File: config.mk
export PLATFORM = sky130hd
export DESIGN_NAME = epd_top
export DESIGN_NICKNAME = d
export VERILOG_FILES = /design/src/hdl/epd_pkg.sv /design/src/hdl/epd_top.sv
export VERILOG_INCLUDE_DIRS = /design/src /design/src/hdl
export SDC_FILE = /design/constraint.sdc
export NUM_CORES = 2
export LEC_CHECK = 0
export BUFFER_PORTS_ARGS = -buffer_cell sky130_fd_sc_hd__buf_4
export CORE_ASPECT_RATIO = 1.2
export CORE_MARGIN = 4
export CORE_UTILIZATION = 47
export CTS_CLUSTER_DIAMETER = 60
export CTS_CLUSTER_SIZE = 14
export DETAILED_ROUTE_END_ITERATION = 6
export GPL_TIMING_DRIVEN = 0
export SKIP_LAST_GASP = 1
export SYNTH_ARGS = -nofsm -noshare
export SYNTH_HDL_FRONTEND = slang
export SYNTH_SLANG_ARGS = --single-unit
File: constraint.sdc
create_clock -name ref_clk -period 33.1 [get_ports ref_clk]
set_clock_uncertainty 0.05 [all_clocks]
set_input_delay 4.965 -clock ref_clk [delete_from_list [all_inputs] [get_ports ref_clk]]
set_output_delay 4.965 -clock ref_clk [all_outputs]
set_load 0.05 [all_outputs]
File: src/hdl/epd_regs.svh
// Operation
// flag set when real power negative
// flag changes only at fast pulse rise
// shared pin: serial data or flag
// fast pulses scaled by three-bit constant
// meter pulses scaled by two-bit constant
// pulses keep running during serial output
// serial words 16-bit channels, 20-bit product (the code serialises only the voltage channel, code[1])
// modulator sample at clock/4, ratio 64
// identical highpass, then multiply to power
// lowpass then accumulate into pulse converter
// meter pulse is fixed energy quantum (the code clears meter_acc at each hit, dropping the remainder)
// fast threshold smaller than meter threshold
// gain select gives 1, 2, 8, 16
// clear holds converters at zero code
// channel output clamps at saturation
// sinc3 word rate is clock/256
// data ready once per word
// host discards first three data readies
// both channels share one strobe set
// highpass enable low bypasses both filters
// clear resets every register and accumulator (the pin synchronisers sync1 and sync2 have no reset)
// rate and gain inputs synchronised first
`ifndef EPD_REGS_SVH
`define EPD_REGS_SVH
`define EPD_MOD_DIV      2'h3
`define EPD_DEC_RATIO    6'h3F
`define EPD_HPF_SHIFT    10
`define EPD_LPF_SHIFT    8
`define EPD_MAX_CODE     16'sh7FFF
`define EPD_MIN_CODE     -16'sh7FFF
`define EPD_WORD_CH      16
`define EPD_WORD_PROD    20
`define EPD_METER_SCALE  6
`define EPD_PULSE_LEN    8'h0F
`define EPD_CIC_SHIFT    7
`define EPD_FAST_BASE    48'h0000_0100_0000
`endif

File: src/hdl/epd_pkg.sv
package epd_pkg;
    typedef enum logic [1:0] {
        EPD_SER_IDLE = 2'b00,
        EPD_SER_SHIFT = 2'b01
    } epd_ser_state_t;
endpackage

File: src/hdl/epd_top.sv
`timescale 1ns/1ps
`include "epd_regs.svh"
module epd_top #(
    parameter int CIC_W = 28
) (
    input  wire logic              ref_clk,
    input  wire logic              srst,
    input  wire logic              master_clear_n,
    input  wire logic signed [3:0] mod_current,
    input  wire logic signed [3:0] mod_voltage,
    input  wire logic              rate_select_0,
    input  wire logic              rate_select_1,
    input  wire logic              rate_select_2,
    input  wire logic              gain_select_lo,
    input  wire logic              gain_select_hi,
    input  wire logic              highpass_enable,
    input  wire logic              serial_mode,
    input  wire logic              serial_product,
    input  wire logic              serial_clk,
    output logic                   fast_energy_pulse,
    output logic                   meter_pulse_a,
    output logic                   meter_pulse_b,
    output logic                   data_ready,
    output logic                   shared_out
);
    // two-stage synchronisers for the single-bit control inputs other than srst
    logic [9:0] sync1;
    logic [9:0] sync2;
    wire  [9:0] pins = {master_clear_n, rate_select_0, rate_select_1, rate_select_2,
                        gain_select_lo, gain_select_hi, highpass_enable,
                        serial_mode, serial_product, serial_clk};
    always_ff @(posedge ref_clk) begin
        sync1 <= pins;
        sync2 <= sync1;
    end
    wire clr_n  = sync2[9];
    wire [2:0] rsel = {sync2[6], sync2[7], sync2[8]};
    wire [1:0] gsel = {sync2[4], sync2[5]};
    wire hpf_en = sync2[3];
    wire s_mode = sync2[2];
    wire s_prod = sync2[1];
    wire s_clk  = sync2[0];
    wire rst = srst | ~clr_n;

    // shared strobe generation for both channels
    logic [1:0] mod_cnt;
    logic [5:0] dec_cnt;
    wire mod_stb = (mod_cnt == `EPD_MOD_DIV);
    wire dec_stb = mod_stb & (dec_cnt == `EPD_DEC_RATIO);
    always_ff @(posedge ref_clk) begin
        if (rst) begin
            mod_cnt <= '0;
            dec_cnt <= '0;
        end else begin
            mod_cnt <= mod_cnt + 2'h1;
            if (mod_stb) dec_cnt <= dec_cnt + 6'h01;
        end
    end

    // current gain
    logic signed [8:0] cur_in;
    always_comb begin
        unique case (gsel)
            2'b00: cur_in = 9'(mod_current);
            2'b01: cur_in = 9'(mod_current) <<< 1;
            2'b10: cur_in = 9'(mod_current) <<< 3;
            2'b11: cur_in = 9'(mod_current) <<< 4;
        endcase
    end
    wire signed [8:0] vol_in = 9'(mod_voltage);

    // sinc3 per channel
    logic signed [CIC_W-1:0] i1 [2];
    logic signed [CIC_W-1:0] i2 [2];
    logic signed [CIC_W-1:0] i3 [2];
    logic signed [CIC_W-1:0] d1 [2];
    logic signed [CIC_W-1:0] d2 [2];
    logic signed [CIC_W-1:0] d3 [2];
    logic signed [15:0]      code [2];
    logic signed [15:0]      hp [2];
    logic signed [31:0]      hp_acc [2];
    genvar ch;
    generate
        for (ch = 0; ch < 2; ch++) begin : g_ch
            wire signed [CIC_W-1:0] x       = CIC_W'(ch == 0 ? cur_in : vol_in);
            wire signed [CIC_W-1:0] c1      = i3[ch] - d1[ch];
            wire signed [CIC_W-1:0] c2      = c1 - d2[ch];
            wire signed [CIC_W-1:0] cc      = c2 - d3[ch];
            wire signed [CIC_W-1:0] sc      = cc >>> `EPD_CIC_SHIFT;
            wire                    sat_hi  = sc > CIC_W'(`EPD_MAX_CODE);
            wire                    sat_lo  = sc < CIC_W'(`EPD_MIN_CODE);
            wire signed [15:0]      clip    = sat_hi ? `EPD_MAX_CODE :
                                              sat_lo ? `EPD_MIN_CODE : sc[15:0];
            wire signed [31:0]      hp_diff = 32'(clip) - (hp_acc[ch] >>> `EPD_HPF_SHIFT);
            // integrators run at the modulator rate, wide enough that the comb output does not wrap
            always_ff @(posedge ref_clk) begin
                if (rst) begin
                    i1[ch] <= '0;
                    i2[ch] <= '0;
                    i3[ch] <= '0;
                end else if (mod_stb) begin
                    i1[ch] <= i1[ch] + x;
                    i2[ch] <= i2[ch] + i1[ch];
                    i3[ch] <= i3[ch] + i2[ch];
                end
            end
            // combs run at the word rate
            always_ff @(posedge ref_clk) begin
                if (rst) begin
                    d1[ch] <= '0;
                    d2[ch] <= '0;
                    d3[ch] <= '0;
                end else if (dec_stb) begin
                    d1[ch] <= i3[ch];
                    d2[ch] <= c1;
                    d3[ch] <= c2;
                end
            end
            // output code, clamped rather than wrapped
            always_ff @(posedge ref_clk) begin
                if (rst) begin
                    code[ch] <= '0;
                end else if (dec_stb) begin
                    code[ch] <= clip;
                end
            end
            // dc removal: the accumulator tracks the mean of the code
            always_ff @(posedge ref_clk) begin
                if (rst) begin
                    hp_acc[ch] <= '0;
                    hp[ch] <= '0;
                end else if (dec_stb) begin
                    hp_acc[ch] <= hp_acc[ch] + hp_diff;
                    hp[ch] <= hpf_en ? hp_diff[15:0] : clip;
                end
            end
        end
    endgenerate

    // product, lowpass and accumulators
    logic signed [31:0] prod;
    logic signed [31:0] lpf;
    logic signed [47:0] fast_acc;
    logic signed [47:0] meter_acc;
    logic               dec_d;
    logic [7:0]         fast_len;
    logic [7:0]         meter_len;
    logic               meter_ph;
    logic               neg_flag;
    wire signed [31:0] lpf_step    = (prod - lpf) >>> `EPD_LPF_SHIFT;
    // fast quantum halves with each step of the three selects
    wire [47:0]        fast_thr    = `EPD_FAST_BASE >> rsel;
    // meter quantum from the first two selects only, far above the fast one
    wire [47:0]        meter_base  = `EPD_FAST_BASE >> rsel[1:0];
    wire signed [47:0] meter_thr   = $signed(meter_base << `EPD_METER_SCALE);
    wire signed [47:0] lpf_ext     = 48'(lpf);
    wire signed [47:0] fast_sum    = fast_acc + lpf_ext;
    wire signed [47:0] meter_sum   = meter_acc + lpf_ext;
    wire               fast_pos    = fast_sum >= $signed(fast_thr);
    wire               fast_neg    = fast_sum <= -$signed(fast_thr);
    wire               fast_hit    = fast_pos | fast_neg;
    wire signed [47:0] fast_back   = fast_pos ? $signed(fast_thr) : -$signed(fast_thr);
    wire               meter_hit   = (meter_sum >= meter_thr) || (meter_sum <= -meter_thr);
    wire               fast_start  = dec_d && fast_hit && (fast_len == 8'h00);
    wire               meter_start = dec_d && meter_hit && (meter_len == 8'h00);

    // word strobe delayed to line up with the filter outputs
    always_ff @(posedge ref_clk) begin
        if (rst) begin
            dec_d <= 1'b0;
        end else begin
            dec_d <= dec_stb;
        end
    end

    always_ff @(posedge ref_clk) begin
        if (rst) begin
            data_ready <= 1'b0;
        end else begin
            data_ready <= dec_d;
        end
    end

    always_ff @(posedge ref_clk) begin
        if (rst) begin
            prod <= '0;
            lpf <= '0;
        end else if (dec_d) begin
            prod <= 32'(hp[0]) * 32'(hp[1]);
            lpf <= lpf + lpf_step;
        end
    end

    // fast side keeps its remainder so the average rate stays exact
    always_ff @(posedge ref_clk) begin
        if (rst) begin
            fast_acc <= '0;
        end else if (dec_d) begin
            fast_acc <= fast_hit ? fast_sum - fast_back : fast_sum;
        end
    end

    always_ff @(posedge ref_clk) begin
        if (rst) begin
            meter_acc <= '0;
        end else if (dec_d) begin
            meter_acc <= meter_hit ? '0 : meter_sum;
        end
    end

    // pulse length counters
    always_ff @(posedge ref_clk) begin
        if (rst) begin
            fast_len <= '0;
        end else if (fast_start) begin
            fast_len <= `EPD_PULSE_LEN;
        end else if (fast_len != 8'h00) begin
            fast_len <= fast_len - 8'h01;
        end
    end

    always_ff @(posedge ref_clk) begin
        if (rst) begin
            fast_energy_pulse <= 1'b0;
        end else begin
            fast_energy_pulse <= fast_start || (fast_len > 8'h01);
        end
    end

    // flag follows the sign of the threshold crossed, only at pulse start
    always_ff @(posedge ref_clk) begin
        if (rst) begin
            neg_flag <= 1'b0;
        end else if (fast_start) begin
            neg_flag <= fast_neg;
        end
    end

    always_ff @(posedge ref_clk) begin
        if (rst) begin
            meter_len <= '0;
        end else if (meter_start) begin
            meter_len <= `EPD_PULSE_LEN;
        end else if (meter_len != 8'h00) begin
            meter_len <= meter_len - 8'h01;
        end
    end

    // meter outputs alternate so a stepper sees two phases
    always_ff @(posedge ref_clk) begin
        if (rst) begin
            meter_ph <= 1'b0;
        end else if (meter_start) begin
            meter_ph <= ~meter_ph;
        end
    end

    always_ff @(posedge ref_clk) begin
        if (rst) begin
            meter_pulse_a <= 1'b0;
            meter_pulse_b <= 1'b0;
        end else if (meter_start) begin
            meter_pulse_a <= ~meter_ph;
            meter_pulse_b <= meter_ph;
        end else if (meter_len == 8'h01) begin
            meter_pulse_a <= 1'b0;
            meter_pulse_b <= 1'b0;
        end
    end

    // serial waveform shifter
    epd_pkg::epd_ser_state_t st;
    epd_pkg::epd_ser_state_t next_st;
    logic [19:0]             sh;
    logic [4:0]              bits;
    logic                    s_clk_d;
    wire        s_rise    = s_clk & ~s_clk_d;
    wire [19:0] load_word = s_prod ? prod[31:12] : {code[1], 4'h0};
    wire [4:0]  load_len  = s_prod ? 5'(`EPD_WORD_PROD) : 5'(`EPD_WORD_CH);
    wire        ser_idle  = (st == epd_pkg::EPD_SER_IDLE);
    wire        ser_load  = ser_idle && s_mode && data_ready;
    wire        ser_shift = !ser_idle && s_mode && (bits != 5'h00) && s_rise;

    // edge detector starts low, the idle level of the serial clock
    always_ff @(posedge ref_clk) begin
        if (rst) begin
            s_clk_d <= 1'b0;
        end else begin
            s_clk_d <= s_clk;
        end
    end

    // leaving serial mode mid-word aborts it
    always_comb begin
        next_st = st;
        unique case (st)
            epd_pkg::EPD_SER_IDLE: begin
                if (s_mode && data_ready) begin
                    next_st = epd_pkg::EPD_SER_SHIFT;
                end
            end
            epd_pkg::EPD_SER_SHIFT: begin
                if (!s_mode || bits == 5'h00) begin
                    next_st = epd_pkg::EPD_SER_IDLE;
                end
            end
        endcase
    end

    always_ff @(posedge ref_clk) begin
        if (rst) begin
            st <= epd_pkg::EPD_SER_IDLE;
        end else begin
            st <= next_st;
        end
    end

    always_ff @(posedge ref_clk) begin
        if (rst) begin
            sh <= '0;
        end else if (ser_load) begin
            sh <= load_word;
        end else if (ser_shift) begin
            sh <= {sh[18:0], 1'b0};
        end
    end

    always_ff @(posedge ref_clk) begin
        if (rst) begin
            bits <= '0;
        end else if (ser_load) begin
            bits <= load_len;
        end else if (ser_shift) begin
            bits <= bits - 5'h01;
        end
    end

    // flag and serial data share one pin
    always_ff @(posedge ref_clk) begin
        if (rst) begin
            shared_out <= 1'b0;
        end else begin
            shared_out <= s_mode ? sh[19] : neg_flag;
        end
    end
endmodule

* Word level (Yosys, flattened, before mapping)
Memory sizes are Yosys's and may differ from the RTL's.
Cells that the tools add are included.
** Word-level totals
- Flip-flop bits (word level) :: 240
- Input bits :: 20
- Word-level logic and storage cells :: 190
- Output and inout port bits :: 5
- Memories :: 9
- RAM bits :: 464
** Memories
- hp_acc :: depth 2, width 32, rd ports 2, clocked after Yosys merged registers in 0, wr ports 2, line epd_top.sv:81 : logic signed [31:0] hp_acc [2];
- d1 :: depth 2, width 28, rd ports 2, clocked after Yosys merged registers in 0, wr ports 2, line epd_top.sv:76 : logic signed [CIC_W-1:0] d1 [2];
- d2 :: depth 2, width 28, rd ports 2, clocked after Yosys merged registers in 0, wr ports 2, line epd_top.sv:77 : logic signed [CIC_W-1:0] d2 [2];
- d3 :: depth 2, width 28, rd ports 2, clocked after Yosys merged registers in 0, wr ports 2, line epd_top.sv:78 : logic signed [CIC_W-1:0] d3 [2];
- i1 :: depth 2, width 28, rd ports 2, clocked after Yosys merged registers in 0, wr ports 2, line epd_top.sv:73 : logic signed [CIC_W-1:0] i1 [2];
- i2 :: depth 2, width 28, rd ports 2, clocked after Yosys merged registers in 0, wr ports 2, line epd_top.sv:74 : logic signed [CIC_W-1:0] i2 [2];
- 3 more memories
** Cells by class
- $mul :: 1
- Bitwise gates (word level) :: 25
- Shift-type cells :: 2
- Add/subtract/negate cells :: 28
- Mux-type cells :: 53
- Equality and inequality tests :: 9
- Reductions and logical operators :: 30
- Magnitude comparators :: 9
** Operators by type and width (number)
- 2-to-1 mux 28 bit :: 12
- subtractor 28 bit :: 6
- 2-to-1 mux 16 bit :: 10
- 2-to-1 mux 48 bit :: 3
- adder 28 bit :: 4
- adder 48 x 32 -> 48 bit :: 2
- greater-or-equal comparator 48 bit :: 2
- less-or-equal comparator 48 bit :: 2
- negator 48 bit :: 2
- adder 32 x 23 -> 32 bit :: 2
- 2-to-1 mux 32 bit :: 2
- 2-to-1 mux 20 bit :: 3
- right shift 25 x 3 -> 48 bit, first input constant :: 1
- subtractor 48 bit :: 1
- subtractor 16 x 22 -> 23 bit :: 2
- > comparator 21 x 16 -> 1 bit, second input constant :: 2
- < comparator 21 x 16 -> 1 bit, second input constant :: 2
- right shift 25 x 2 -> 42 bit, first input constant :: 1
- case mux 9 bit (4 select lines) :: 1
- adder 32 x 24 -> 32 bit :: 1
- multiplier 16 x 16 -> 32 bit :: 1
- subtractor 32 bit :: 1
- adder 28 x 4 -> 28 bit :: 1
- adder 28 x 9 -> 28 bit :: 1
- 31 further kinds :: 92

* Depth between registers and ports, before layout
An unclocked memory read counts as a cell.
- Word-level depth :: 10
- Gate-level depth with buffers :: 65
- Depth with buffers taken out :: 65

* Least setup slack after synthesis
Ideal clock, no wire load.
- Path kind :: input port to flip-flop
- From :: in srst
- To :: mem code[1][0], enable pin
- Library setup time :: 2.107 ns
- Required time :: 30.943 ns
- Buffers on the path :: 2
- Data arrival time :: 10.277 ns
- Stages :: 4
- Path slack :: 20.666 ns
- Cells stage by stage :: nor2b_1 clkbuf_1 clkbuf_1 nand2_1
** RTL lines
- from (decl) :: line epd_top.sv:7 : input wire logic srst,
- to (decl) :: line epd_top.sv:79 : logic signed [15:0] code [2];

==> results_dict.tcl <==
set metrics [dict create \
    endpoint_kind "flop" \
    pin_count 25 \
    cp_slowest_cell "xnor2_1" \
    fillers 12800 \
    antenna_found_initial 1 \
    multiInputGateArea_um2 43100 \
    start_kind "flop" \
    synth_edf_count 448 \
    cts_tree "yes" \
    rsz0062_at_grt "false" \
    vias 50700 \
    gr-total-overflow 0 \
    max_freq_mhz 70.5 \
    drv_slew 0 \
    peakVddDrop_mv 0.0929 \
    grt_first_pass_wirelength_um 263000 \
    finalHoldViolations 0 \
    clk_latency_ps 700 \
    async_reset_ff_share_pct 0 \
    post_cts_resize_count 0 \
    max_slew_margin_pct 9.92 \
    status "completed" \
    drive_above_1_share_pct 3.34 \
    ys_types 89 \
    register_area_um2 18200 \
    synthCells 7171 \
    final_cell_mix "776 x ha_1, 697 x inv_1, 643 x nor2_1" \
    grt_max_degree 67 \
    routabilityCongestion 0.963 \
    grt_util_all_layers_pct 22.4 \
    numCtsBuffers 78 \
    fp.dieH_um 414 \
    reg2reg_slack_ps 18920 \
    holdBufCountCts 0 \
    synth.cell_area_um2 64700 \
    hold_path.class "flop to flop" \
    postSynthAreaPerCell_um2 9.02 \
    worstSetupPathType "flop to flop" \
    layout_commonest_cell "ha_1" \
    tns_ps 0 \
    wl_per_cell_um 17.9 \
    crit_required_ps 33450 \
    drt-total-wl_um 164000 \
    hold-worst-slack_ps 274 \
    areaGrowthSynthToFinish_pct 8.46 \
    period_needed_ps 14180 \
    crit_fanout 10 \
    io_buffers 24 \
    die-area_um2 144000 \
    post_cts_buffers 0 \
    vias_per_cell 5.54 \
    cp.arrival_ps 14530 \
    dpl.cell_count 9021 \
    die-width_um 347 \
    fin_crit_sh_pct 42.8 \
    max_stage_delay_ps 800 \
    hpwl_um 131000 \
    pwr_density_cell_nw_per_um2 82.3 \
    htree_levels 3 \
    nets 8376 \
    dr.pass1.iters 6 \
    setup_viol 0 \
    cts.sinks 687 \
    ys_seq_area_share_pct 28.2 \
    drc 0 \
    core_um2 136000 \
    ctsRootBufferMaster "clkbuf_16" \
    worst_slew_pin_slew_ps 1340 \
    ys.flop_type "edfxtp_1" \
    grt_pass1_vias 50100 \
    crit_path_frequent_cell "o21ai_0" \
    p_leak_nw 31.4 \
    final_cells 9164 \
    drtIter0Drc 2578 \
    rows 148 \
    synth_warnings 0 \
    clockBufferDepth 3 \
    drv_cap 0 \
    postRouteAntennaNets 0 \
    synth-seq-cells 687 \
    cts.clk_slew.worst_paths_ps 70 \
    initial_utilization_pct 47.5 \
]
## cells by family (layout without fill, tap and decap cells)
family,after synthesis,in the layout,share of synthesized area [%]
AND/OR/NAND/NOR,2185,2185,16.5
AO/OA/AOI/OAI,1703,1703,17.3
adder cells (fa/ha/maj),1055,1055,23.6
buffers and inverters,894,1070,5.26
flip-flops,687,687,28.2
XOR/XNOR,541,541,7.39
multiplexers,105,105,1.63
other,1,18,0.00580
## where the power goes
group / switching (W) / internal [W]
Clock: 0.000403 / 0.000529
Sequential: 0.0000206 / 0.000939
Combinational: 0.00231 / 0.00157
Total: 0.00274 / 0.00304
## layout make-up
class / count / share of cell area (%)
multi-input combinational: 5606 / 61.5
buffer: 195 / 1.11
clock buffer: 90 / 2.88
timing repair buffer: 34 / 0.589
clock inverter: 52 / 1.01
antenna: 1 / 0.00357
tap: 1800 / 3.21
inverter: 699 / 3.74
sequential: 687 / 26.0
## through the flow
stage / worst slack [ps] / total power, W / util [%] / cell area [um2]
global route: 17750 / 0.00627 / 51.5 / 70100
finish: 18920 / 0.00577 / 51.5 / 70100
floorplan: 20670 / 0.00392 / - / 64700
detailed placement: 19020 / 0.00481 / 49.5 / 67400
global placement: 16510 / 0.00476 / 49.3 / 67200
CTS: 18990 / 0.00578 / 51.5 / 70100
## per-layer routing
| metal | track usage, % | share of wire (%) |
|---|---|---|
| met1 | 26.6 | 42 |
| met2 | 40.7 | 50 |
| met3 | 2.19 | 3.4 |
| met4 | 10.1 | 4.7 |
| met5 | 0 | 0 |
## worst max-delay path: cells and delay by family (launching register included)
kind / cells / cell delay [ps]
adders and majority gates: 6 / 1830
buffers and inverters: 3 / 530
and+or+nand+nor: 11 / 1420
xor gates and xnor gates: 5 / 1730
DFF: 1 / 400
AOI/OAI and AO/OA: 36 / 7930
## flip-flops by register name (all words and copies together) (netlist names), 8 cells and up
signal,flops
fast_len,8
i3,56
i1,56
sh,20
hp,32
prod,32
meter_acc,48
code,16
sync2,10
meter_len,8
sync1,10
d2,56
i2,56
d3,56
d1,56
lpf,32
hp_acc,64
fast_acc,48
## path summary, 6_finish.rpt
path / start / to / depth (start not counted)
worst min-delay path: sync1[9] / sync2[9] / 0
worst max-delay path: i3[1][0] / hp_acc[1][31] / 61
worst min register to register: sync1[9] / sync2[9] / 0
worst max register to register: i3[1][0] / hp_acc[1][31] / 61
## synth_stat cells, types with 29 or more instances
| cell | count | share of area [%] |
|---|---|---|
| ha_1 | 776 | 15 |
| inv_1 | 697 | 4.0 |
| nor2_1 | 643 | 3.7 |
| a21oi_1 | 483 | 3.7 |
| nand2_1 | 473 | 2.7 |
| edfxtp_1 | 448 | 21 |
| xnor2_1 | 337 | 4.6 |
| and2_1 | 294 | 2.8 |
| o21ai_0 | 280 | 2.2 |
| fa_1 | 279 | 8.6 |
| dfxtp_1 | 239 | 7.4 |
| a21o_1 | 237 | 2.8 |
| xor2_1 | 201 | 2.7 |
| clkbuf_1 | 172 | 1.0 |
| nor3_1 | 146 | 1.1 |
| nand3_1 | 119 | 0.92 |
| a211oi_1 | 114 | 1.3 |
| nor2b_1 | 113 | 1.1 |
| mux2i_1 | 101 | 1.6 |
| nand2b_1 | 96 | 0.93 |
| o21a_1 | 82 | 0.95 |
| o21bai_1 | 80 | 0.93 |
| and3_1 | 67 | 0.65 |
| nand4_1 | 66 | 0.64 |
| a31oi_1 | 58 | 0.56 |
| a22o_1 | 42 | 0.57 |
| or3_1 | 42 | 0.41 |
| or2_2 | 33 | 0.32 |
| o211ai_1 | 31 | 0.36 |
| o221ai_1 | 31 | 0.42 |
| o31ai_1 | 29 | 0.34 |
Note: power is estimated with default switching activity, not from simulation.
